## config.mk

```make
export PLATFORM = sky130hd
export DESIGN_NAME = togp_output_gate
export DESIGN_NICKNAME = d
export VERILOG_FILES = /design/src/hw/togp_pkg.sv /design/src/hw/togp_output_gate.sv /design/src/hw/togp_apb_slave.sv /design/src/hw/togp_pin_gate.sv
export SDC_FILE = /design/constraint.sdc
export NUM_CORES = 1
export LEC_CHECK = 0
export BUFFER_PORTS_ARGS = -buffer_cell sky130_fd_sc_hd__buf_2
export CELL_PAD_IN_SITES_DETAIL_PLACEMENT = 0
export CELL_PAD_IN_SITES_GLOBAL_PLACEMENT = 1
export CORE_MARGIN = 2
export CORE_UTILIZATION = 30
export CTS_CLUSTER_DIAMETER = 30
export CTS_CLUSTER_SIZE = 8
export DETAILED_ROUTE_END_ITERATION = 8
export GPL_ROUTABILITY_DRIVEN = 0
export PLACE_DENSITY = 0.85
export SLEW_MARGIN = 15
export SYNTH_ARGS = -nofsm -noshare
export SYNTH_HDL_FRONTEND = slang
export SYNTH_SLANG_ARGS = --single-unit
```

## constraint.sdc

```tcl
create_clock -name pclk -period 3.8 [get_ports pclk]
set_clock_uncertainty 0.15 [all_clocks]
set_input_delay 0.19 -clock pclk [delete_from_list [all_inputs] [get_ports pclk]]
set_output_delay 0.19 -clock pclk [all_outputs]
set_load 0.1 [all_outputs]
```

## src/hw/togp_pkg.sv

```systemverilog
`default_nettype none
package togp_pkg;

  // ==========================================================
  // Bus geometry
  localparam int          ADDR_W           = 12;       // APB address width
  localparam int          DATA_W           = 32;       // APB data width
  localparam int          NUM_PINS         = 6;        // Gated timer outputs

  // ==========================================================
  // Register offsets (byte addresses)
  localparam logic [11:0] ENABLE_OFFSET    = 12'h000;  // output_master_enable
  localparam logic [11:0] CONTROL_OFFSET   = 12'h004;  // output_control

  // ==========================================================
  // Reset values and reserved masks
  localparam logic [7:0]  ENABLE_RESET     = 8'hff;    // Reset and standby value
  localparam logic [7:0]  CONTROL_RESET    = 8'hff;    // Reset and standby value
  localparam logic [7:0]  ENABLE_RSVD      = 8'hc0;    // Bits 7 and 6 read as 1
  localparam logic [7:0]  CONTROL_RSVD     = 8'hec;    // Bits 7 to 5, 3, 2 read as 1

  // ==========================================================
  // Pin index, equal to the enable bit position
  localparam int          PIN_CH3_A        = 0;        // a_ch3_output_enable
  localparam int          PIN_CH4_A        = 1;        // a_ch4_output_enable
  localparam int          PIN_CH4_B        = 2;        // b_ch4_output_enable
  localparam int          PIN_CH3_B        = 3;        // b_ch3_output_enable
  localparam int          PIN_AUX_A        = 4;        // aux_a_ch4_output_enable
  localparam int          PIN_AUX_B        = 5;        // aux_b_ch4_output_enable

  // ==========================================================
  // Control register fields
  localparam int          CTRL_TDIS_BIT    = 4;        // ext_trigger_disable
  localparam int          CTRL_HIGH_BIT    = 1;        // level_select_group_high
  localparam int          CTRL_LOW_BIT     = 0;        // level_select_group_low

  // ==========================================================
  // Pin groups for level select
  localparam logic [5:0]  GROUP_HIGH_MASK  = 6'h07;    // ch3 A, ch4 A, ch4 B
  localparam logic [5:0]  GROUP_LOW_MASK   = 6'h38;    // ch3 B, aux A, aux B

  // ==========================================================
  // Combined-mode select codes
  localparam logic [1:0]  CMB_COMPL        = 2'h2;     // Complementary PWM
  localparam logic [1:0]  CMB_RSYNC        = 2'h3;     // Reset-synchronized PWM

  // Register selected by an address
  typedef enum logic [1:0] {SEL_NONE, SEL_ENABLE, SEL_CONTROL} togp_sel_t;

  // Operating mode of channels 3 and 4
  typedef enum logic [1:0] {MODE_NORMAL, MODE_COMPL, MODE_RSYNC} togp_mode_t;

  // Address decode, shared by read and write paths
  function automatic togp_sel_t togp_reg_sel(input logic [11:0] addr);
    togp_sel_t sel;
    sel = SEL_NONE;
    if (addr == ENABLE_OFFSET) begin
      sel = SEL_ENABLE;
    end else if (addr == CONTROL_OFFSET) begin
      sel = SEL_CONTROL;
    end
    return sel;
  endfunction

endpackage
`default_nettype wire

```

## src/hw/togp_output_gate.sv

```systemverilog
// Function
// Enable bit 0 releases pin to GPIO
// B outputs follow I/O control, combined mode
// A outputs follow I/O, PWM, combined
// Aux outputs follow combined mode only
// Capture A clears enables when trigger allowed
// Trigger in combined modes clears all six
// Disable bit set ignores capture A
// Trigger and level bits only in combined
// Control register 8 bits, read/write
// Control register all ones on reset, standby
// Control reserved bits read as one
// High level bit 0 inverts group
// Low level bit 0 inverts group
// Enable register all ones on reset, standby
// Enable bits 7, 6 read one
// Hardware clear beats software write
//
// The register offsets and the APB register port were chosen for this implementation.
`timescale 1ns/100ps
`default_nettype none
module togp_output_gate (
  // Clock and reset
  input  wire logic        pclk,
  input  wire logic        presetn,
  // APB register port
  input  wire logic        psel,
  input  wire logic        penable,
  input  wire logic        pwrite,
  input  wire logic [11:0] paddr,
  input  wire logic [31:0] pwdata,
  output logic      [31:0] prdata,
  output logic             pready,
  output logic             pslverr,
  // Power state
  input  wire logic        standby,
  // Timer unit settings
  input  wire logic [1:0]  combined_mode,
  input  wire logic        pwm_ch3,
  input  wire logic        pwm_ch4,
  input  wire logic        ch3_io_a_out,
  input  wire logic        ch3_io_b_out,
  input  wire logic        ch4_io_a_out,
  input  wire logic        ch4_io_b_out,
  input  wire logic        ch1_capture_a,
  // Timer waveforms before gating
  input  wire logic        ch3_a_wave,
  input  wire logic        ch3_b_wave,
  input  wire logic        ch4_a_wave,
  input  wire logic        ch4_b_wave,
  input  wire logic        ch4_aux_a_wave,
  input  wire logic        ch4_aux_b_wave,
  // Pin drive, channel 3
  output logic             ch3_a_pin_o,
  output logic             ch3_a_pin_oe,
  output logic             ch3_b_pin_o,
  output logic             ch3_b_pin_oe,
  // Pin drive, channel 4
  output logic             ch4_a_pin_o,
  output logic             ch4_a_pin_oe,
  output logic             ch4_b_pin_o,
  output logic             ch4_b_pin_oe,
  // Pin drive, channel 4 auxiliary
  output logic             ch4_aux_a_pin_o,
  output logic             ch4_aux_a_pin_oe,
  output logic             ch4_aux_b_pin_o,
  output logic             ch4_aux_b_pin_oe
);

  // ==========================================================
  // Declarations
  logic [5:0]             en_q;          // Master enable bits 5..0
  logic [5:0]             en_d;          // Next master enable
  logic                   trig_dis_q;    // ext_trigger_disable
  logic                   lvl_high_q;    // level_select_group_high
  logic                   lvl_low_q;     // level_select_group_low
  logic [7:0]             enable_rd;     // Enable register as read
  logic [7:0]             control_rd;    // Control register as read
  logic                   wr_enable;     // Write strobe, enable register
  logic                   wr_control;    // Write strobe, control register
  logic [7:0]             wr_byte;       // Write data low byte
  togp_pkg::togp_mode_t   mode;          // Decoded combined mode
  logic                   combined;      // Complementary or reset-sync
  logic                   trigger;       // Qualified external trigger
  logic [5:0]             request;       // Timer wants to drive pin
  logic [5:0]             wave;          // Raw waveforms by pin index
  logic [5:0]             invert;        // Per-pin inversion
  logic [5:0]             pin_o_w;       // Gated pin levels
  logic [5:0]             pin_oe_w;      // Gated pin enables

  // ==========================================================
  // Register bus slave
  togp_apb_slave u_apb (
    .pclk       (pclk),
    .presetn    (presetn),
    .psel       (psel),
    .penable    (penable),
    .pwrite     (pwrite),
    .paddr      (paddr),
    .pwdata     (pwdata),
    .prdata     (prdata),
    .pready     (pready),
    .pslverr    (pslverr),
    .enable_rd  (enable_rd),
    .control_rd (control_rd),
    .wr_enable  (wr_enable),
    .wr_control (wr_control),
    .wr_byte    (wr_byte)
  );

  // ==========================================================
  // Mode decode
  // Both low codes mean the channels run on their own
  always_comb begin
    unique case (combined_mode)
      2'h0:                mode = togp_pkg::MODE_NORMAL;
      2'h1:                mode = togp_pkg::MODE_NORMAL;
      togp_pkg::CMB_COMPL: mode = togp_pkg::MODE_COMPL;
      togp_pkg::CMB_RSYNC: mode = togp_pkg::MODE_RSYNC;
    endcase
  end

  assign combined = (mode != togp_pkg::MODE_NORMAL);

  // ==========================================================
  // External trigger qualification
  // capture A with disable bit low
  // disable bit high masks capture
  // trigger only counts in combined modes
  assign trigger = ch1_capture_a & ~trig_dis_q & combined;

  // ==========================================================
  // Master enable next value
  // Standby first, then the trigger clear, then software
  always_comb begin
    en_d = en_q;
    if (standby) begin
      // standby reloads all ones
      en_d = togp_pkg::ENABLE_RESET[5:0];
    end else if (trigger) begin
      // all six cleared together
      // clear wins over a write
      en_d = 6'h00;
    end else if (wr_enable) begin
      en_d = wr_byte[5:0];
    end
  end

  // Master enable register
  always_ff @(posedge pclk or negedge presetn) begin
    if (!presetn) begin
      // reset value all ones
      en_q <= togp_pkg::ENABLE_RESET[5:0];
    end else begin
      en_q <= en_d;
    end
  end

  // ==========================================================
  // Output control register
  // Only three bits are stored; the rest are constants
  always_ff @(posedge pclk or negedge presetn) begin
    if (!presetn) begin
      // reset value all ones
      trig_dis_q <= togp_pkg::CONTROL_RESET[togp_pkg::CTRL_TDIS_BIT];
      lvl_high_q <= togp_pkg::CONTROL_RESET[togp_pkg::CTRL_HIGH_BIT];
      lvl_low_q  <= togp_pkg::CONTROL_RESET[togp_pkg::CTRL_LOW_BIT];
    end else if (standby) begin
      // standby reloads all ones
      trig_dis_q <= togp_pkg::CONTROL_RESET[togp_pkg::CTRL_TDIS_BIT];
      lvl_high_q <= togp_pkg::CONTROL_RESET[togp_pkg::CTRL_HIGH_BIT];
      lvl_low_q  <= togp_pkg::CONTROL_RESET[togp_pkg::CTRL_LOW_BIT];
    end else if (wr_control) begin
      // software writes the writable bits
      trig_dis_q <= wr_byte[togp_pkg::CTRL_TDIS_BIT];
      lvl_high_q <= wr_byte[togp_pkg::CTRL_HIGH_BIT];
      lvl_low_q  <= wr_byte[togp_pkg::CTRL_LOW_BIT];
    end
  end

  // ==========================================================
  // Read views
  // enable bits 7 and 6 read one
  assign enable_rd = togp_pkg::ENABLE_RSVD | {2'h0, en_q};

  // reserved control bits read one
  assign control_rd = togp_pkg::CONTROL_RSVD
                    | {3'h0, trig_dis_q, 2'h0, lvl_high_q, lvl_low_q};

  // ==========================================================
  // Pin ownership requests
  always_comb begin
    // A outputs add single-channel PWM
    request[togp_pkg::PIN_CH3_A] = combined | pwm_ch3 | ch3_io_a_out;
    request[togp_pkg::PIN_CH4_A] = combined | pwm_ch4 | ch4_io_a_out;
    // B outputs use I/O control and combined mode, no PWM
    request[togp_pkg::PIN_CH4_B] = combined | ch4_io_b_out;
    request[togp_pkg::PIN_CH3_B] = combined | ch3_io_b_out;
    // auxiliary pins exist only in combined modes
    request[togp_pkg::PIN_AUX_A] = combined;
    request[togp_pkg::PIN_AUX_B] = combined;
  end

  // Raw waveforms gathered by pin index
  always_comb begin
    wave[togp_pkg::PIN_CH3_A] = ch3_a_wave;
    wave[togp_pkg::PIN_CH4_A] = ch4_a_wave;
    wave[togp_pkg::PIN_CH4_B] = ch4_b_wave;
    wave[togp_pkg::PIN_CH3_B] = ch3_b_wave;
    wave[togp_pkg::PIN_AUX_A] = ch4_aux_a_wave;
    wave[togp_pkg::PIN_AUX_B] = ch4_aux_b_wave;
  end

  // ==========================================================
  // Level select
  // inversion is ignored outside combined modes
  // high group inverted when bit is zero
  // low group inverted when bit is zero
  assign invert = ({6{combined & ~lvl_high_q}} & togp_pkg::GROUP_HIGH_MASK)
                | ({6{combined & ~lvl_low_q}}  & togp_pkg::GROUP_LOW_MASK);

  // ==========================================================
  // Pin gate
  // disabled pins drop their enable
  togp_pin_gate u_gate (
    .pclk    (pclk),
    .presetn (presetn),
    .enable  (en_q),
    .request (request),
    .wave    (wave),
    .invert  (invert),
    .pin_o   (pin_o_w),
    .pin_oe  (pin_oe_w)
  );

  // Pins fanned out to named ports
  assign ch3_a_pin_o      = pin_o_w[togp_pkg::PIN_CH3_A];
  assign ch3_a_pin_oe     = pin_oe_w[togp_pkg::PIN_CH3_A];
  assign ch3_b_pin_o      = pin_o_w[togp_pkg::PIN_CH3_B];
  assign ch3_b_pin_oe     = pin_oe_w[togp_pkg::PIN_CH3_B];
  assign ch4_a_pin_o      = pin_o_w[togp_pkg::PIN_CH4_A];
  assign ch4_a_pin_oe     = pin_oe_w[togp_pkg::PIN_CH4_A];
  assign ch4_b_pin_o      = pin_o_w[togp_pkg::PIN_CH4_B];
  assign ch4_b_pin_oe     = pin_oe_w[togp_pkg::PIN_CH4_B];
  assign ch4_aux_a_pin_o  = pin_o_w[togp_pkg::PIN_AUX_A];
  assign ch4_aux_a_pin_oe = pin_oe_w[togp_pkg::PIN_AUX_A];
  assign ch4_aux_b_pin_o  = pin_o_w[togp_pkg::PIN_AUX_B];
  assign ch4_aux_b_pin_oe = pin_oe_w[togp_pkg::PIN_AUX_B];
endmodule
`default_nettype wire

```

## src/hw/togp_apb_slave.sv

```systemverilog
`timescale 1ns/100ps
`default_nettype none
module togp_apb_slave (
  // Clock and reset
  input  wire logic        pclk,
  input  wire logic        presetn,
  // APB slave side
  input  wire logic        psel,
  input  wire logic        penable,
  input  wire logic        pwrite,
  input  wire logic [11:0] paddr,
  input  wire logic [31:0] pwdata,
  output logic      [31:0] prdata,
  output logic             pready,
  output logic             pslverr,
  // Register side
  input  wire logic [7:0]  enable_rd,
  input  wire logic [7:0]  control_rd,
  output logic             wr_enable,
  output logic             wr_control,
  output logic      [7:0]  wr_byte
);

  // ==========================================================
  // Decode
  togp_pkg::togp_sel_t sel;         // Register addressed now
  logic                access;      // Access phase of a transfer
  logic [31:0]         prdata_q;    // Read data, caught in setup
  logic                pslverr_q;   // Unmapped flag, caught in setup

  assign sel    = togp_pkg::togp_reg_sel(paddr);
  assign access = psel & penable;

  // Zero wait states: every access phase completes at once
  assign pready     = access;
  assign wr_enable  = access & pwrite & (sel == togp_pkg::SEL_ENABLE);
  assign wr_control = access & pwrite & (sel == togp_pkg::SEL_CONTROL);
  assign wr_byte    = pwdata[7:0];
  assign prdata     = prdata_q;
  assign pslverr    = pslverr_q;

  // ==========================================================
  // Read data and error caught at the setup edge
  // Flopped so that read data never glitches during access
  always_ff @(posedge pclk or negedge presetn) begin
    if (!presetn) begin
      prdata_q  <= 32'h0000_0000;
      pslverr_q <= 1'h0;
    end else if (psel && !penable) begin
      unique case (sel)
        togp_pkg::SEL_ENABLE:  prdata_q <= {24'h00_0000, enable_rd};
        togp_pkg::SEL_CONTROL: prdata_q <= {24'h00_0000, control_rd};
        togp_pkg::SEL_NONE:    prdata_q <= 32'h0000_0000;
      endcase
      pslverr_q <= (sel == togp_pkg::SEL_NONE);
    end
  end

endmodule
`default_nettype wire

```

## src/hw/togp_pin_gate.sv

```systemverilog
`timescale 1ns/100ps
`default_nettype none
module togp_pin_gate (
  // Clock and reset
  input  wire logic       pclk,
  input  wire logic       presetn,
  // Per-pin controls
  input  wire logic [5:0] enable,
  input  wire logic [5:0] request,
  input  wire logic [5:0] wave,
  input  wire logic [5:0] invert,
  // Pin drive
  output logic      [5:0] pin_o,
  output logic      [5:0] pin_oe
);

  // ==========================================================
  // One flop pair per pin; disabled pins go low and undriven
  genvar i;
  generate
    for (i = 0; i < togp_pkg::NUM_PINS; i++) begin : g_pin
      always_ff @(posedge pclk or negedge presetn) begin
        if (!presetn) begin
          pin_oe[i] <= 1'h0;
          pin_o[i]  <= 1'h0;
        end else begin
          pin_oe[i] <= enable[i] & request[i];
          pin_o[i]  <= enable[i] & request[i] & (wave[i] ^ invert[i]);
        end
      end
    end
  endgenerate

endmodule
`default_nettype wire

```

After elaboration in Yosys (flattened, before gate mapping)
Cells that the tools add are included.

Register bits after elaboration: 54. Latch bits: 0. RAM bits: 0. Memory bits (read-only): 0. Input port bits: 65. Output and inout port bits: 46. Word-level logic and storage cells: 82. Memories kept: 0.

Add/sub/neg operators: 0. $mul: 0. Div/mod/pow operators: 0. Magnitude comparators: 0. Eq/ne operators: 6. Shift operators: 0. Muxes and demuxes: 13. Bitwise gates (word level): 36. Reduce and logical (&&, ||, !) cells: 9.

Operators by type and width (count): $pmux 32 s3 (1); $and 1x1->1 (20); $mux 6 (3); $eq 12x3->1 const B (1); $logic_not 12->1 (1); $eq 2x2->1 const B (3); $mux 1 (6); $or 1x1->1 (6); $or 3x6->6 (1); $pmux 2 s3 (1); $xor 1x1->1 (6); $eq 2x1->1 const B (2); $logic_not 2->1 (2); $mux 2 (2); $reduce_bool 2->1 (2); $not 1->1 (3); $reduce_bool 3->1 (1); $reduce_or 2->1 (1); $logic_and 1x1->1 (1); $logic_not 1->1 (1).

Logic depth before layout (Yosys ltp)
Gate-level depths: netlist of run 1.

Word-level depth: 8. Gate-level depth with buffers: 5. Gate-level depth less buffers: 4.

Hierarchy
From an unflattened synthesis of run 1, not the netlist that was laid out.

Cell total of the unflattened synthesis: 149. Area total of the unflattened synthesis: 1646.6 µm².

Modules (own cells, without submodules): togp_apb_slave (times used 1, cells an instance 81, area each 739.5 µm², seq. area each 225.2 µm²); togp_output_gate (times used 1, cells an instance 38, area each 479.2 µm², seq. area each 236.5 µm²); togp_pin_gate (times used 1, cells an instance 30, area each 427.9 µm², seq. area each 300.3 µm²).

Worst setup path before layout of run 1
No wires, ideal clock.

Path type: register to output. Start point: register, netlist name u_apb.prdata[6]. End point: output prdata[7]. Data arrival time: 1.340 ns. Required time: 3.460 ns. Slack: 2.120 ns. Stages on the path, launching flop included: 2. Path buffers: 1. Path through: dfrtp_1 buf_4.

RTL lines: end, declared (RTL line togp_output_gate.sv:32) `output logic [31:0] prdata,`.

Worst setup path in the final report of run 1
Start point: register trig_dis_q. End point: register en_q[2].

Word-level cells in the longest chain between the ends: 5. Elaborated cells on any way between the ends: 6. Classes of those cells: 2 x mux; 3 x bitwise; 1 x reduce/logical.

RTL lines: start, declared (RTL line togp_output_gate.sv:74) `logic trig_dis_q;`; start signal, assigned (RTL line togp_output_gate.sv:165) `trig_dis_q <= togp_pkg::CONTROL_RESET[togp_pkg::CTRL_TDIS_BIT];`; start signal, assigned (RTL line togp_output_gate.sv:170) `trig_dis_q <= togp_pkg::CONTROL_RESET[togp_pkg::CTRL_TDIS_BIT];`; start signal, assigned (RTL line togp_output_gate.sv:175) `trig_dis_q <= wr_byte[togp_pkg::CTRL_TDIS_BIT];`; $not 1->1 * (RTL line togp_output_gate.sv:130) `assign trigger = ch1_capture_a & ~trig_dis_q & combined;`; $and 1x1->1 * (2 in a row) (RTL line togp_output_gate.sv:130); $mux 6 (RTL line togp_output_gate.sv:140) `end else if (trigger) begin`; $mux 6 (RTL line togp_output_gate.sv:137) `if (standby) begin`; end signal, assigned (RTL line togp_output_gate.sv:153) `en_q <= togp_pkg::ENABLE_RESET[5:0];`; end signal, assigned (RTL line togp_output_gate.sv:155) `en_q <= en_d;`; end, declared (RTL line togp_output_gate.sv:72) `logic [5:0] en_q;`.

Mark *: on every way between the ends. The rest lies on a longest branch, timed or not. A chain may end at the register's enable or synchronous reset.

==> results of run 1 <==
==> metrics by stage <==
stage | setup WS, ps | instances | total power, mW
after floorplan | 2120 | 153 | 0.5598
after global placement | 2129 | 249 | 0.5842
after detailed placement | 2103 | 249 | 0.5863
after CTS | 2390 | 260 | 0.8450
after global routing | 2243 | 261 | 0.8716
final | 2387 | 261 | 0.8360
==> timing repair <==
| item | 4_1_cts | 5_1_grt |
|---|---|---|
| endpoints found under the hold margin | 22 | 1 |
| gates resized for setup | 0 | 0 |
| hold buffers | 3 | 1 |
==> where the power goes <==
part / internal [mW] / total [mW] / switching [mW]
sequential: 0.327 / 0.332 / 0.00575
combinational: 0.0380 / 0.251 / 0.213
clock: 0.147 / 0.253 / 0.106
total: 0.512 / 0.836 / 0.324
==> routing by layer <==
layer	wire (µm)	global-route usage, %	share of wire, %
met2	1468	17.76	48
met5	0	0	0
met1	1269	14.15	42
met3	261	5.014	8.5
met4	54	5.253	1.8
==> cell families (layout without fill, tap and decap cells) <==
kind of cell,Yosys count,after routing,share of synthesized area (%)
other cells,1,24,0.2538
compound gates,18,18,10.25
flops,29,29,49.87
xor+xnor,6,6,3.557
simple gates,39,39,16.60
buf+inv,30,71,14.65
mux,7,7,4.827
==> critical path: cells and delay by family, from the launching register on <==
family	cells	cell delay, ps
AND/OR/NAND/NOR	2	440
flip-flops	1	370
AO/OA/AOI/OAI	1	380
==> final timing paths <==
path / cells past startpoint / end / start / slack [ps]
setup / recovery: 3 / en_q[2] / trig_dis_q / 2390
hold / removal: 2 / u_gate.pin_oe[1] / ch4_io_a_out / 5
setup reg to reg: 3 / en_q[2] / trig_dis_q / 2390
hold reg to reg: 2 / u_apb.prdata[3] / u_apb.prdata[3] / 320
max in group asynchronous: 2 / u_gate.pin_o[1] / presetn / 2770
min in group asynchronous: 2 / u_apb.pslverr / presetn / 310
==> layout by cell type (no fill, tap or decap), types with 7 or more instances in the layout <==
cell type | Yosys | layout
dfstp_2 | 9 | 9
nor2_1 | 9 | 9
nand2_1 | 7 | 7
and2_1 | 8 | 8
dfrtp_1 | 20 | 20
buf_2 | 2 | 59
conb_1 | 1 | 24
==> sequential cells by signal, summed over array words and instances (netlist names) <==
register and count:
trig_dis_q 1, lvl_high_q 1, u_gate.pin_oe 6, en_q 6, u_apb.pslverr 1, u_gate.pin_o 6, u_apb.prdata 7, lvl_low_q 1
==> cell type report <==
| type | count | area (µm²) |
|---|---|---|
| Multi-Input combinational cell | 94 | 610.6 |
| Timing Repair Buffer | 63 | 335.3 |
| Tap cell | 67 | 83.83 |
| Fill cell | 479 | 2867 |
| Clock buffer | 8 | 90.09 |
| Sequential cell | 29 | 737.0 |
==> out/results.tsv, run 1 <==
stage	metric	value	unit
status	status	finished, final reports clean	
drt	aggregate routed wire length	3053	µm
timing	setup TNS	0	ps
cts	later-pin clock latency in the skew report	280	ps
synthesis	Yosys warning total	0	
synthesis	top cells by count, synth	25 x buf_4, 20 x dfrtp_1, 9 x dfstp_2, 9 x nor2_1, 8 x and2_1	
layout	final core utilization	39.31	%
setup_path	critical path class	reg2reg	
timing	fin crit period	1413	ps
cts	# clock sinks	29	
layout	final instance area	1857	µm²
synthesis	Async S/R FF share, synth	100.0	%
drt	post-route ant nets	0	
layout	number of diodes	0	
synthesis	number of flops mapped to enable cells by yosys	0	
synthesis	FF+latch count, synth	29	
setup_path	Worst Setup End Kind	flop	
global_routing	vias in the first global route	1021	
pwr	Worst IR Drop VDD	0.0001239	V
cts	Worst-path clk slew	60	ps
cts	CTS tree	done	
floorplanning	Ports	111	
setup_path	Arr. time, crit path	1460	ps
floorplanning	CORE AREA	4723	µm²
synthesis	Area contributors post-synth	dfrtp_1 34%, dfstp_2 16%, buf_4 13%	
flow_run	max cap viols	0	
drt	vias per inst	4.146	
global_routing	first-pass GRT wire length	4650	µm
setup_path	CP Data Required Time	3850	ps
synthesis	register area share after synthesis	49.87	%
timing	worst slew pin tran	624.7	ps
setup_path	largest stage delay on the critical path	380	ps
synthesis	Post-Synthesis Cells	130	
layout	Final #Nets	258	
timing	slew margin rel.	58.35	%
pwr	LEAKAGE	0.9282	nW
synthesis	Mapped Area	1478	µm²
timing	Final setup viols	0	
setup_path	slowest CP cell	a221o_1	
timing	RSZ-0062 raised after global routing	false	
synthesis	Synth cell types	30	
synthesis	area leader, netlist	dfrtp_1	
cts	Post-CTS Setup Inserts	0	
global_routing	global route overflow	0	
floorplanning	Initial Util	31.28	%
drt	drt pass-1 iters	4	
global_routing	Total Routing Usage GR	11.60	%
cts	CTS Buf Count	5	
global_routing	antenna violations before repair	0	
cts	Root Buffer	clkbuf_8	
global_routing	largest net degree at the start of global routing	30	
layout	layout cells sized above 1	41.75	%
setup_path	CP cell instances	nand3b_1, and3_1, a221o_1	
drt	Post-route DRC	0	
timing	hold slack	5.294	ps
cts	Longest Clk Path Bufs	2	
floorplanning	die height	74.18	µm
setup_path	Max FO, Critical Path	6	
floorplanning	row count	25	
drt	Vias	1082	
place	HPWL Detailed	2379	µm
timing	final hold violation count	0	
worst_hold_path	Hold WC Path Type	in2reg	
cts	H-tree depth	2	
timing	Final Max Slew Viols	0	
layout	P&R area growth vs syn	25.66	%
synthesis	top-count cell post-synth	buf_4	
floorplanning	DIE AREA	5503	µm²
place	I/O Buffers	59	
timing	Achievable Freq	0.7079	GHz
place	placed cell area	1727	µm²
synthesis	Top FF cell, synth	dfrtp_1	
synthesis	Syn Area/Cell	11.37	µm²
synthesis	Synth top area share	33.87	%
floorplanning	Die X	74.18	µm
pwr	pwr/cell area	450.3	nW/µm²
timing	post-route clock period utilization	37.18	%
drt	initial drt markers	53	
setup_path	CP startpoint kind	flop	
drt	DR WL/cell	11.70	µm
No activity file was read; power rests on OpenSTA's default activity.
==> run 2, diff against run 1 <==
CORE_UTILIZATION = 25   (was 30)
PLACE_DENSITY = 0.76   (was 0.85)
clock period = 1.15 ns   (was 3.8 ns; I/O delays follow)
==> out/results.tsv, run 2 (same netlist as run 1, synthesis figures left out) <==
stage	metric	value	unit
floorplanning	row count	28	
layout	commonest non-fill, non-tap cell in the layout	buf_2	
setup_path	worst r2r path cells	4	
setup_path	worst setup path endpoint	en_q[0]	
timing	RSZ-0062 raised after global routing	true	
cts	Longest Clk Path Bufs	2	
cts	later-pin clock latency in the skew report	280	ps
status	status	finished, violations left	
layout	commonest cells after routing, fill and taps aside	37 x buf_2, 24 x conb_1, 22 x buf_12	
setup_path	Worst Setup End Kind	flop	
setup_path	critical path class	reg2reg	
status	failing checks	hold timing, setup timing	
setup_path	Max FO, Critical Path	6	
drt	aggregate routed wire length	3699	µm
setup_path	CP startpoint	trig_dis_q	
drt	post-route ant nets	0	
pwr	LEAKAGE	1.182	nW
floorplanning	CORE AREA	5816	µm²
drt	Post-route DRC	0	
timing	Achievable Freq	0.7559	GHz
setup_path	CP top delay family	flip-flops	
layout	number of diodes	0	
timing	Final setup viols	11	
floorplanning	Ports	111	
setup_path	CP Data Required Time	1220	ps
layout	layout cells sized above 1	51.10	%
layout	Layout Cells excl Fill	302	
floorplanning	die height	80.88	µm
cts	# clock sinks	29	
flow_run	max cap viols	0	
floorplanning	DIE AREA	6542	µm²
place	I/O Buffers	59	
global_routing	vias in the first global route	1275	
worst_hold_path	Hold WC Path Type	in2reg	
setup_path	Arr. time, crit path	1400	ps
global_routing	met1 Use GR	13.27	%
timing	fin crit period	1323	ps
timing	hold slack	-4.323	ps
global_routing	global route overflow	0	
timing	Final WS setup	-172.9	ps
drt	Vias	1261	
timing	Final Max Slew Viols	0	
drt	vias per inst	4.175	
layout	P&R area growth vs syn	74.26	%
setup_path	worst r2r src	trig_dis_q	
floorplanning	Die X	80.88	µm
cts	H-tree depth	2	
pwr	Worst IR Drop VDD	0.0005678	V
global_routing	busiest grt layer	met2	
setup_path	slowest CP cell	dfstp_2	
layout	max reg flops	7	
timing	post-route clock period utilization	115.0	%
place	HPWL Detailed	2831	µm
setup_path	CP startpoint kind	flop	
floorplanning	Initial Util	25.41	%
global_routing	largest net degree at the start of global routing	20	
global_routing	first-pass GRT wire length	5802	µm
global_routing	antenna violations before repair	0	
setup_path	reg-to-reg slack, setup	-170	ps
setup_path	Critical R2R Capture	en_q[0]	
setup_path	cell count along the critical path	4	
layout	Final #Nets	291	
place	Placed Cells	274	
cts	Root Buffer	clkbuf_8	
drt	DR WL/cell	12.25	µm
setup_path	Buf/Inv on CP	0	
timing	final hold violation count	1	
drt	drt pass-1 iters	4	
cts	CTS Buf Count	5	
global_routing	met3 GRT Util	2.111	%
setup_path	largest stage delay on the critical path	520	ps
global_routing	M2 GR Usage	22.48	%
setup_path	CP cell instances	nand3b_1, nand2b_1, a21oi_4, a221o_1	
pwr	pwr/cell area	1189	nW/µm²
cts	Worst-path clk slew	60	ps
cts	CTS tree	done	
global_routing	Total Routing Usage GR	12.16	%
drt	initial drt markers	37	
-- run 2: through the flow --
step	worst slack [ps]	power (mW)	util, %	area (µm²)	setup TNS (ps)
final	-172.9	3.063	44.28	2575	-1195
after global routing	-251.4	3.205	44.28	2575	-2086
after CTS	-152.5	3.080	43.22	2514	-1037
after detailed placement	-322.6	2.101	37.95	2207	-4039
after global placement	-248.8	2.092	37.95	2207	-3148
after floorplan	-167.6	1.850	-	1577	-1316
-- run 2: what timing repair did --
item                                   CTS  global route
setup endpoints to repair               13            21
hold buffers                            19             0
pin swaps                                5             9
endpoints found under the hold margin   48             0
setup buffers                            0             2
gates resized for setup                  5             8
-- run 2: worst min path at each step --
stage / start / endpoint / slack [ps] / cells after the start
3_3_place_gp: presetn / u_apb.prdata[6] / -140 / 1
4_1_cts: psel / u_apb.pslverr / 5 / 3
3_5_place_dp: presetn / u_apb.prdata[6] / -140 / 1
5_1_grt: paddr[8] / u_apb.pslverr / 30 / 4
6_report: paddr[4] / u_apb.pslverr / -4 / 4
2_1_floorplan: presetn / u_apb.prdata[0] / -390 / 0
-- run 2: layer usage --
| metal | part of all wire, % | routed length (µm) | up-vias |
|---|---|---|---|
| li1 | - | - | 591 |
| met2 | 54 | 2011 | 53 |
| met3 | 5.3 | 195 | 7 |
| met1 | 38 | 1413 | 610 |
| met4 | 2.1 | 78 | 0 |
| met5 | 0 | 0 | - |
-- run 2: power by group --
group / total (mW) / internal [mW] / switching, mW
clock: 0.914 / 0.539 / 0.374
sequential: 1.12 / 1.08 / 0.0441
combinational: 1.03 / 0.298 / 0.728
-- run 2: worst reg2reg max path, stage by stage, from the launching register on --
cell	delay [ps]
dfstp_2	520
nand3b_1	120
nand2b_1	100
a21oi_4	200
a221o_1	180
-- run 2: final cells by class --
type                       count  area, µm²
fill                         553       3241
clock buffer                   7      96.34
sequential                    29      749.5
clock inverter                 1      5.005
timing repair buffer          96      954.7
tap                           75      93.84
multi-input combinational     94      675.6
